<file path="src/hw/desc_parser_regs.svh">
`ifndef DESC_PARSER_REGS_SVH
`define DESC_PARSER_REGS_SVH
// Overview of operation
// RULE1 - Kind byte, length byte, length bounds body
// RULE2 - First body byte is spacecraft selector
// RULE3 - Then 16-bit spot number
// RULE4 - Then hub selector, then reserved byte
// RULE5 - Reserved bits lead, sent and ignored
// RULE6 - Sender randomises reserved bits when encrypted
// RULE7 - Orbit position is four BCD digits
// RULE8 - Seven reserved bits, then east flag
// RULE9 - Extract 8-bit frame group selector
// RULE10 - Extract 24-bit signed offset, 100 Hz
// RULE11 - Broadcast message: offset disregarded
// RULE12 - Trailing bytes passed as private data
// RULE13 - Update body starts with network selector
// RULE14 - Entries: table code, 3 reserved, version
// RULE15 - Update parsing may be disabled
// RULE16 - Notices never replace version control
// RULE17 - Network skips notices for start-time shifts
// RULE18 - Any table code value accepted
// RULE19 - Fields assembled MSB first, arrival order
// RULE20 - Flag bad remaining length as error
`define KIND_RETURN_LINK 8'ha9
`define KIND_TABLE_UPDATE 8'haa
`define RL_FIXED_LEN 8'h0c
`define TU_FIXED_LEN 8'h02
`define TU_ENTRY_LEN 8'h02
`define EAST_FLAG_BIT 0
`define VERSION_LSB 0
`define VERSION_W 5
`define RL_SAT_IDX 8'h00
`define RL_SPOT_IDX 8'h02
`define RL_HUB_IDX 8'h03
`define RL_ORBIT_IDX 8'h06
`define RL_FLAGS_IDX 8'h07
`define RL_FRAME_IDX 8'h08
`define RL_OFFSET_IDX 8'h0b
`define TU_NET_IDX 8'h01
`endif

</file>
<file path="src/hw/desc_parser_pkg.sv">
package desc_parser_pkg;
  typedef enum logic [5:0] {
    ST_KIND = 6'h01,
    ST_LEN = 6'h02,
    ST_RL = 6'h04,
    ST_TU = 6'h08,
    ST_SKIP = 6'h10,
    ST_PRIV = 6'h20
  } parse_state_t;
  typedef struct packed {
    logic [7:0] spacecraft_selector;
    logic [15:0] spot_number;
    logic [7:0] hub_selector;
    logic [15:0] orbit_bcd;
    logic east;
    logic [7:0] frame_group_selector;
    logic [23:0] tx_offset;
    logic offset_valid;
  } return_link_t;
endpackage : desc_parser_pkg

</file>
<file path="src/hw/desc_link_if.sv">
`timescale 1ns/1ps
// Byte stream from section demultiplexer to parser
interface desc_link_if;
  logic valid;
  logic [7:0] data;
  logic start;
  logic broadcast;
  modport source (output valid, output data, output start, output broadcast);
  modport sink (input valid, input data, input start, input broadcast);
endinterface : desc_link_if

</file>
<file path="src/hw/desc_parser.sv">
// The register addresses and the address-and-strobe port are this design's own decisions.
`timescale 1ns/1ps
`include "desc_parser_regs.svh"
// Terminal end: parses return link and table update descriptors
module desc_parser (
  input wire logic clk_in,
  input wire logic rst_n_in,
  desc_link_if.sink link,
  input wire logic update_enable_in,
  output desc_parser_pkg::return_link_t return_link_out,
  output logic return_link_done_out,
  output logic [7:0] private_byte_out,
  output logic private_valid_out,
  output logic [15:0] network_selector_out,
  output logic network_valid_out,
  output logic [7:0] changed_table_code_out,
  output logic [4:0] new_version_out,
  output logic update_valid_out,
  output logic length_error_out
);
  import desc_parser_pkg::*;
  parse_state_t state;
  logic [7:0] kind;
  logic [7:0] remain;
  logic [7:0] idx;
  logic [7:0] first_byte;
  return_link_t rl;
  logic [23:0] shift;
  logic last;
  logic body_byte;
  logic in_body;
  logic rl_byte;
  logic tu_byte;
  // ----------------------------------------
  // Byte qualifiers
  // ----------------------------------------
  // A start byte is never body data, even in the middle of a descriptor
  assign body_byte = link.valid && !link.start;
  assign in_body = (state == ST_RL) || (state == ST_TU) || (state == ST_SKIP) || (state == ST_PRIV);
  assign rl_byte = body_byte && (state == ST_RL);
  assign tu_byte = body_byte && (state == ST_TU);
  // Current byte is the final one the length allows
  assign last = (remain == 8'h01);
  // ----------------------------------------
  // Framing state machine
  // ----------------------------------------
  // Start always resyncs, so a lost byte costs one descriptor only
  always_ff @(posedge clk_in or negedge rst_n_in) begin
    if (!rst_n_in) begin
      state <= ST_KIND;
    end else if (link.valid && link.start) begin
      state <= ST_LEN; // RULE1
    end else if (link.valid) begin
      case (state)
        ST_KIND: begin
          state <= ST_LEN;
        end
        ST_LEN: begin
          if (link.data == 8'h00) begin
            state <= ST_KIND;
          end else if (kind == `KIND_RETURN_LINK) begin
            state <= ST_RL;
          end else if (kind == `KIND_TABLE_UPDATE && update_enable_in) begin
            state <= ST_TU; // RULE15
          end else begin
            state <= ST_SKIP;
          end
        end
        ST_RL, ST_TU, ST_SKIP, ST_PRIV: begin
          if (last) begin
            state <= ST_KIND; // RULE1
          end else if (state == ST_RL && idx == `RL_OFFSET_IDX) begin
            state <= ST_PRIV; // RULE12
          end
        end
        default: begin
          state <= ST_KIND;
        end
      endcase
    end
  end
  // Kind byte, from a start byte or from idle
  always_ff @(posedge clk_in or negedge rst_n_in) begin
    if (!rst_n_in) begin
      kind <= 8'h00;
    end else if (link.valid && (link.start || state == ST_KIND)) begin
      kind <= link.data; // RULE1
    end
  end
  // Remaining length and body index; length counts bytes after itself
  always_ff @(posedge clk_in or negedge rst_n_in) begin
    if (!rst_n_in) begin
      remain <= 8'h00;
      idx <= 8'h00;
    end else if (body_byte && state == ST_LEN) begin
      remain <= link.data; // RULE1
      idx <= 8'h00;
    end else if (body_byte && in_body) begin
      remain <= remain - 8'h01;
      idx <= idx + 8'h01;
    end
  end
  // Bad lengths flagged once, at the length byte, before any field
  always_ff @(posedge clk_in or negedge rst_n_in) begin
    if (!rst_n_in) begin
      length_error_out <= 1'b0;
    end else if (body_byte && state == ST_LEN && link.data != 8'h00) begin
      if (kind == `KIND_RETURN_LINK) begin
        length_error_out <= link.data < `RL_FIXED_LEN; // RULE20
      end else if (kind == `KIND_TABLE_UPDATE && update_enable_in) begin
        // Entries are two bytes, so an odd length means a cut entry
        length_error_out <= (link.data < `TU_FIXED_LEN) || link.data[0]; // RULE20
      end else begin
        length_error_out <= 1'b0;
      end
    end else begin
      length_error_out <= 1'b0;
    end
  end
  // ----------------------------------------
  // Return link field capture
  // ----------------------------------------
  // Three-byte window for multi-byte fields, MSB first, no swapping
  always_ff @(posedge clk_in or negedge rst_n_in) begin
    if (!rst_n_in) begin
      shift <= 24'h000000;
    end else if (rl_byte) begin
      shift <= {shift[15:0], link.data}; // RULE19
    end
  end
  // Reserved byte and reserved flag bits are never looked at
  always_ff @(posedge clk_in or negedge rst_n_in) begin
    if (!rst_n_in) begin
      rl <= '0;
    end else if (rl_byte) begin
      case (idx)
        `RL_SAT_IDX: rl.spacecraft_selector <= link.data; // RULE2
        `RL_SPOT_IDX: rl.spot_number <= {shift[7:0], link.data}; // RULE3 RULE19
        `RL_HUB_IDX: rl.hub_selector <= link.data; // RULE4
        `RL_ORBIT_IDX: rl.orbit_bcd <= {shift[7:0], link.data}; // RULE7 RULE5
        `RL_FLAGS_IDX: rl.east <= link.data[`EAST_FLAG_BIT]; // RULE8 RULE5
        `RL_FRAME_IDX: rl.frame_group_selector <= link.data; // RULE9
        default: rl <= rl;
      endcase
    end
  end
  // Whole record goes out at the last offset byte; a cut one never does
  always_ff @(posedge clk_in or negedge rst_n_in) begin
    if (!rst_n_in) begin
      return_link_out <= '0;
      return_link_done_out <= 1'b0;
    end else if (rl_byte && idx == `RL_OFFSET_IDX) begin
      return_link_out <= '{rl.spacecraft_selector, rl.spot_number, rl.hub_selector, rl.orbit_bcd,
        rl.east, rl.frame_group_selector,
        link.broadcast ? 24'h000000 : {shift[15:0], link.data}, // RULE10 RULE11
        !link.broadcast}; // RULE11
      return_link_done_out <= 1'b1;
    end else begin
      return_link_done_out <= 1'b0;
    end
  end
  // ----------------------------------------
  // Private data
  // ----------------------------------------
  // Passed through untouched; meaning belongs to the operator
  always_ff @(posedge clk_in or negedge rst_n_in) begin
    if (!rst_n_in) begin
      private_byte_out <= 8'h00;
      private_valid_out <= 1'b0;
    end else if (body_byte && state == ST_PRIV) begin
      private_byte_out <= link.data; // RULE12
      private_valid_out <= 1'b1;
    end else begin
      private_valid_out <= 1'b0;
    end
  end
  // ----------------------------------------
  // Table update outputs
  // ----------------------------------------
  // Even body bytes open a pair: network high byte or table code
  always_ff @(posedge clk_in or negedge rst_n_in) begin
    if (!rst_n_in) begin
      first_byte <= 8'h00;
    end else if (tu_byte && idx[0] == 1'b0) begin
      first_byte <= link.data;
    end
  end
  // Network selector is handed on; matching it is the consumer's job
  always_ff @(posedge clk_in or negedge rst_n_in) begin
    if (!rst_n_in) begin
      network_selector_out <= 16'h0000;
      network_valid_out <= 1'b0;
    end else if (tu_byte && idx == `TU_NET_IDX) begin
      network_selector_out <= {first_byte, link.data}; // RULE13 RULE19
      network_valid_out <= 1'b1;
    end else begin
      network_valid_out <= 1'b0;
    end
  end
  // Notices are hints only; section header version control stays elsewhere
  always_ff @(posedge clk_in or negedge rst_n_in) begin
    if (!rst_n_in) begin
      changed_table_code_out <= 8'h00;
      new_version_out <= 5'h00;
      update_valid_out <= 1'b0;
    end else if (tu_byte && idx[0] == 1'b1 && idx != `TU_NET_IDX) begin
      changed_table_code_out <= first_byte; // RULE18
      new_version_out <= link.data[`VERSION_LSB +: `VERSION_W]; // RULE14 RULE5
      update_valid_out <= 1'b1; // RULE16
    end else begin
      update_valid_out <= 1'b0;
    end
  end
endmodule : desc_parser

</file>
<file path="src/flat_wrapper.sv">
// flat-port wrapper written by rule: the top's interface ports become plain ports
module desc_parser_flat import desc_parser_pkg::*;
  (clk_in, rst_n_in, update_enable_in, return_link_out, return_link_done_out, private_byte_out, private_valid_out, network_selector_out, network_valid_out, changed_table_code_out, new_version_out, update_valid_out, length_error_out, link_valid, link_data, link_start, link_broadcast);
  desc_link_if link_i ();
  input wire logic clk_in;
  input wire logic rst_n_in;
  input wire logic update_enable_in;
  output desc_parser_pkg::return_link_t return_link_out;
  output logic return_link_done_out;
  output logic [7:0] private_byte_out;
  output logic private_valid_out;
  output logic [15:0] network_selector_out;
  output logic network_valid_out;
  output logic [7:0] changed_table_code_out;
  output logic [4:0] new_version_out;
  output logic update_valid_out;
  output logic length_error_out;
  input wire logic [$bits(link_i.valid)-1:0] link_valid;
  input wire logic [$bits(link_i.data)-1:0] link_data;
  input wire logic [$bits(link_i.start)-1:0] link_start;
  input wire logic [$bits(link_i.broadcast)-1:0] link_broadcast;
  assign link_i.valid = link_valid;
  assign link_i.data = link_data;
  assign link_i.start = link_start;
  assign link_i.broadcast = link_broadcast;
  desc_parser u_core (.clk_in(clk_in), .rst_n_in(rst_n_in), .link(link_i), .update_enable_in(update_enable_in), .return_link_out(return_link_out), .return_link_done_out(return_link_done_out), .private_byte_out(private_byte_out), .private_valid_out(private_valid_out), .network_selector_out(network_selector_out), .network_valid_out(network_valid_out), .changed_table_code_out(changed_table_code_out), .new_version_out(new_version_out), .update_valid_out(update_valid_out), .length_error_out(length_error_out));
endmodule
</file>
<file path="config.mk">
export PLATFORM = sky130hd
export DESIGN_NAME = desc_parser_flat
export DESIGN_NICKNAME = d
export VERILOG_FILES = /design/src/hw/desc_parser_pkg.sv /design/src/hw/desc_link_if.sv /design/src/hw/desc_parser.sv /design/src/flat_wrapper.sv
export VERILOG_INCLUDE_DIRS = /design/src /design/src/hw
export SDC_FILE = /design/constraint.sdc
export NUM_CORES = 1
export LEC_CHECK = 0
export BUFFER_PORTS_ARGS = -buffer_cell sky130_fd_sc_hd__buf_2
export CORE_MARGIN = 2
export CORE_UTILIZATION = 52
export DETAILED_ROUTE_END_ITERATION = 8
export PLACE_DENSITY = 0.77
export SETUP_SLACK_MARGIN = 0.02
export SYNTH_ARGS = -nofsm -noshare
export SYNTH_HDL_FRONTEND = slang
export SYNTH_SLANG_ARGS = --single-unit
</file>
<file path="constraint.sdc">
create_clock -name clk_in -period 6.55 [get_ports clk_in]
set_input_delay 0.3275 -clock clk_in [delete_from_list [all_inputs] [get_ports clk_in]]
set_output_delay 0.3275 -clock clk_in [all_outputs]
set_load 0.05 [all_outputs]
</file>
# --- Word-level counts from Yosys, hierarchy flattened ---
# Index checks and enable logic that the tools add are counted.
word_totals:
  regBits: 235
  latch_bits: 0
  ramBits: 0
  romBits: 0
  out_inout_bits: 124
  memories: 0
classes:
  n_addsub: 2
  n_mul: 0
  n_div: 0
  magnitude_cmp: 2
  eq_ne: 18
  n_shift: 0
  muxes: 20
  bitwise: 1
  n_reduce_logical: 36
op_table:
  columns: ["operator", "n"]
  rows:
  - ["$mux 6", 6]
  - ["$mux 8", 4]
  - ["$mux 24", 1]
  - ["$pmux 6 s3", 1]
  - ["$eq 8x1->1 const B", 2]
  - ["$eq 8x2->1 const B", 2]
  - ["$eq 8x3->1 const B", 2]
  - ["$eq 8x4->1 const B", 2]
  - ["$eq 8x8->1 const B", 2]
  - ["$logic_and 1x1->1", 16]
  - ["$logic_not 8->1", 2]
  - ["$reduce_and 2->1", 7]
  - ["$add 8x1->8 const B", 1]
  - ["$lt 8x2->1 const B", 1]
  - ["$lt 8x4->1 const B", 1]
  - ["$ne 8x1->1 const B", 1]
  - ["$reduce_bool 8->1", 1]
  - ["$sub 8x1->8 const B", 1]
  - ["$mux 1", 7]
  - ["$eq 6x1->1 const B", 1]
  - ["$eq 6x2->1 const B", 1]
  - ["$eq 6x3->1 const B", 1]
  - ["$eq 6x4->1 const B", 1]
  - ["$eq 6x5->1 const B", 1]
  - ["other kinds (8)", 14]

# --- Logic depth before layout (Yosys ltp) ---
logic_depth:
  ltp_word: 8
  depth_mapped: 8

# --- Worst setup path before layout ---
# OpenSTA, ideal clock, no wires.
synth_path:
  path_type: "flip-flop to flip-flop"
  startpoint: "reg u_core.idx[5]"
  endpoint: "reg u_core.network_selector_out[0]"
  arrival_time_ps: 2079
  setup_slack_ps: 4346
  stages_incl_launch_ff: 7
  path_buffers: 2
  synth_period_minus_slack_ps: 2204
  cell_sequence: "dfrtp_1 nor4_4 nand4b_4 or4_1 buf_6 buf_6 mux2_4"
synth_between:
  elab_chain_cells: 2
synth_lines:
  columns: ["element", "line", "rtl"]
  rows:
  - ["start: declaration", "desc_parser.sv:25", "logic [7:0] idx;"]
  - ["start signal: assignment", "desc_parser.sv:100", "idx <= idx + 8'h01;"]
  - ["$eq 8x1->1 (no source line)", null, null]
  - ["$logic_and 1x1->1 (no source line)", null, null]
  - ["end signal: assignment", "desc_parser.sv:194", "network_selector_out <= {first_byte, link.data};"]
  - ["end: declaration", "desc_parser.sv:14", "output logic [15:0] network_selector_out,"]
# Every way passes these cells.
# A chain may end at the register's enable or synchronous reset.

# --- Worst setup path after layout ---
layout_path:
  startpoint: "reg u_core.state[1]"
  endpoint: "reg, netlist name u_core.return_link_out[1]"
layout_between:
  elab_chain_cells: 3
layout_lines:
  columns: ["element", "line", "rtl"]
  rows:
  - ["start: declaration", "desc_parser.sv:22", "parse_state_t state;"]
  - ["start signal: assignment", "desc_parser.sv:50", "state <= ST_KIND;"]
  - ["start signal: assignment", "desc_parser.sv:52", "state <= ST_LEN;"]
  - ["start signal: assignment", "desc_parser.sv:56", "state <= ST_LEN;"]
  - ["$eq 6x3->1", "desc_parser.sv:40", "assign rl_byte = body_byte && (state == ST_RL);"]
  - ["$logic_and 1x1->1", "desc_parser.sv:40", null]
  - ["$logic_and 1x1->1 (no source line)", null, null]
# Every way passes these cells.

==> metrics <==
outcome finished clean; core footprint about 0.018 mm²; Hold Vio Cnt, Final 0; DRC 0; vias in the first global route around 6600; die extent in x between 100 and 150 µm; Final nets 970; final setup TNS 0 ps; Req. time, crit path 7000 ps; P&R area growth vs syn 17.3%; R2R Setup Slk between 3000 and 4000 ps; Yosys reg bits between 200 and 250; post-route antenna net violation count 0; top post-synthesis cells by area dfrtp_1, mux2_2, nand2_1, nand3b_1, mux2_4; GPL Wtd Cong approximately 0.90; fmax around 360 MHz; CP Capture Point u_core.return_link_out[1]$_DFFE_PN0P_; cell mode on critical path nand2_1; Iter 0 DRT Violations approximately 380; Slew Viols, Final 0; GRT Total Usage between 20 and 25%; count of input and output buffers 137; Worst Max-Slew Pin Slew about 1000 ps; # clock sinks between 200 and 250; Post-Syn Nets approximately 840; Resized cells post-CTS 0; H-tree levels 1; CP arrival 3240 ps; GR Overflow Total 0; Yosys warning total 0; FF-to-FF path depth 7; crit path from u_core.state[1]$_DFFE_PN0P_; pwr/cell area roughly 290 mW/mm²; r2r startpoint u_core.state[1]$_DFFE_PN0P_; Worst path top cell family by delay simple AND/OR/NAND/NOR gates; worst-path cell chain nor4_4 -> nand2_1 -> or3_2 -> inv_2 -> buf_4 -> nand3b_1 -> nand2_1; Placed Area 0.0105 mm²; main combinational cell family by area after synthesis simple AND/OR/NAND/NOR gates; capturing point of the worst reg2reg path u_core.return_link_out[1]$_DFFE_PN0P_; clock buffer depth 3; initial antenna violation count 0; largest net degree at the start of global routing between 100 and 150; critical path buffer and inverter count 2; design area approximately 0.011 mm²; worst vdd ir around 0.00022 V; Clk Latency, worst-skew pair approximately 500 ps; mux cell area share after synthesis between 10% and 20%; Total Power Consumption 3.27 mW; Post-Synth Simple-Gate Area between 10% and 20%; Non-Filler Instances roughly 1200; worst-path fanout max 82; Min Hold Slack between 80 and 90 ps; Max Clock Skew between 10 and 15 ps; sequential cell area fraction in the yosys report between 60% and 70%; Setup CP Type flop to flop; RSZ-0062 raised after global routing no; CP endpoint kind flop; Synth Cell Area slightly below 0.01 mm²; max-capacitance violation count 0; DR pass1 iterations 5; die height 140 µm; setup ws final between 3000 and 4000 ps; synth unique cells 52; Slew headroom approximately 30%; compound-cell area share of the yosys netlist 3.86%; fin crit period approximately 2800 ps; Mapped Cells between 800 and 900; Mapped Avg Cell Area roughly 12 µm²; Worst path max stage delay approximately 650 ps; Placed Cells incl. Taps approximately 1200; # setup viols final 0; share of layout cells above drive strength 1 approximately 34%; initial cell density of the core about 53%; CTS clock-pin slew for the worst setup and hold paths roughly 70 ps; Root Driver clkbuf_16; drt total wl 21500 µm; leakage 6.22 nW; CTS Buf Count 24; Worst setup SP type flop; Yosys top cell area share 60.5%; Cell Rows between 40 and 50; Final Cycle Share 42.6%; fin util between 60% and 70%; Async S/R FF share, synth 100%; XOR/XNOR share of the synthesized area less than 1%; DP HPWL roughly 13000 µm; vias roughly 6600; Post-synth EDFFs 0; Primary FF master, synth dfrtp_1; mean number of vias per cell between 5 and 6; Post-Synth Adder-Cell Area less than 1%; first-pass GRT wire length roughly 35000 µm; WL/cell 18.0 µm; area leader, netlist dfrtp_1; Place WS roughly 3600 ps; crit path max-delay cell type buf_4; CP Depth 7; ANT cells 0; full die area about 0.020 mm²; worst min path class input port to flop; CTS tree built; I/O pins roughly 140
sequential cells by signal, summed over array words and instances, names as in the netlist, 5 cells and up:
name and cells:
u_core.network_selector_out 16, u_core.remain 8, u_core.rl 57, u_core.changed_table_code_out 8, u_core.return_link_out 82, u_core.state 6
u_core.new_version_out 5, u_core.first_byte 8, u_core.shift 16, u_core.kind 8, u_core.private_byte_out 8, u_core.idx 8
layer usage:
layer  wire length [µm]  vias up  track usage, %
met4                372        0            5.00
li1                   -     3039               -
met1               9600     3343            31.8
met2              10200      185            36.5
met3               1280       29            4.31
met5                  0        -               0
cell usage in the layout, fill, tap and decap left out, types with 6 or more instances in the layout:
master,count
clkinv_2,6
mux2_2,118
buf_2,136
o21ai_0,14
nand2_1,241
clkbuf_16,25
dfrtp_1,234
nand3_1,9
a21oi_1,17
mux2_4,9
nor3_2,6
ha_1,6
nand3b_1,25
or4_1,6
nor2_1,13
inv_1,13
power breakdown:
part | internal [mW] | leakage [nW] | total, mW | switching, mW
combinational | 0.105 | 2.58 | 0.286 | 0.180
clock | 0.833 | 0.403 | 1.39 | 0.555
sequential | 1.51 | 3.24 | 1.59 | 0.0816
worst reg2reg max path, cell delays in order (launching register included):
cell	delay, ps
dfrtp_1	470
nor4_4	440
nand2_1	240
or3_2	560
inv_2	60
buf_4	650
nand3b_1	190
nand2_1	110
cell usage after synthesis (5+ instances only):
| master | n |
|---|---|
| nor2_1 | 14 |
| nand2_1 | 241 |
| a21oi_1 | 17 |
| ha_1 | 6 |
| or4_1 | 6 |
| clkbuf_1 | 28 |
| dfrtp_1 | 234 |
| inv_1 | 13 |
| mux2_4 | 9 |
| buf_2 | 11 |
| nand3b_1 | 25 |
| nand4_1 | 5 |
| mux2_2 | 118 |
| nand3_1 | 9 |
| nor3_2 | 6 |
| or3_1 | 5 |
| o21ai_0 | 14 |
final cells by class:
class,count,area (µm²)
Clock buffer,32,702
Clock inverter,12,121
Fill cell,1412,6740
Inverter,14,52.6
Multi-Input combinational cell,532,3560
Sequential cell,235,5880
Tap cell,229,287
Timing Repair Buffer,143,743
worst min path at each step:
stage / slack, ps / from / depth (start not counted) / endpoint
floorplan: 30 / rst_n_in / 0 / u_core.changed_table_code_out[0]$_DFFE_PN0P_
global placement: 430 / rst_n_in / 1 / u_core.network_selector_out[9]$_DFFE_PN0P_
detailed placement: 430 / rst_n_in / 1 / u_core.first_byte[0]$_DFFE_PN0P_
CTS: 70 / link_valid / 2 / u_core.state[0]$_DFFE_PN1P_
global route: 110 / link_valid / 2 / u_core.state[0]$_DFFE_PN1P_
finish: 90 / link_valid / 2 / u_core.state[0]$_DFFE_PN1P_
kinds of logic after synthesis:
| kind of cell | count (synthesis) |
|---|---|
| AND/OR/NAND/NOR | 337 |
| flip-flops | 235 |
| multiplexers | 128 |
| AO/OA/AOI/OAI | 58 |
| buffers and inverters | 57 |
| adder cells (fa/ha/maj) | 6 |
| XOR/XNOR | 3 |
what timing repair did:
item | CTS | global route
endpoints found under the hold margin | 100 | 0
setup buffers | 0 | 0
hold buffers | 1 | 0
(Power assumes the default switching activity.)
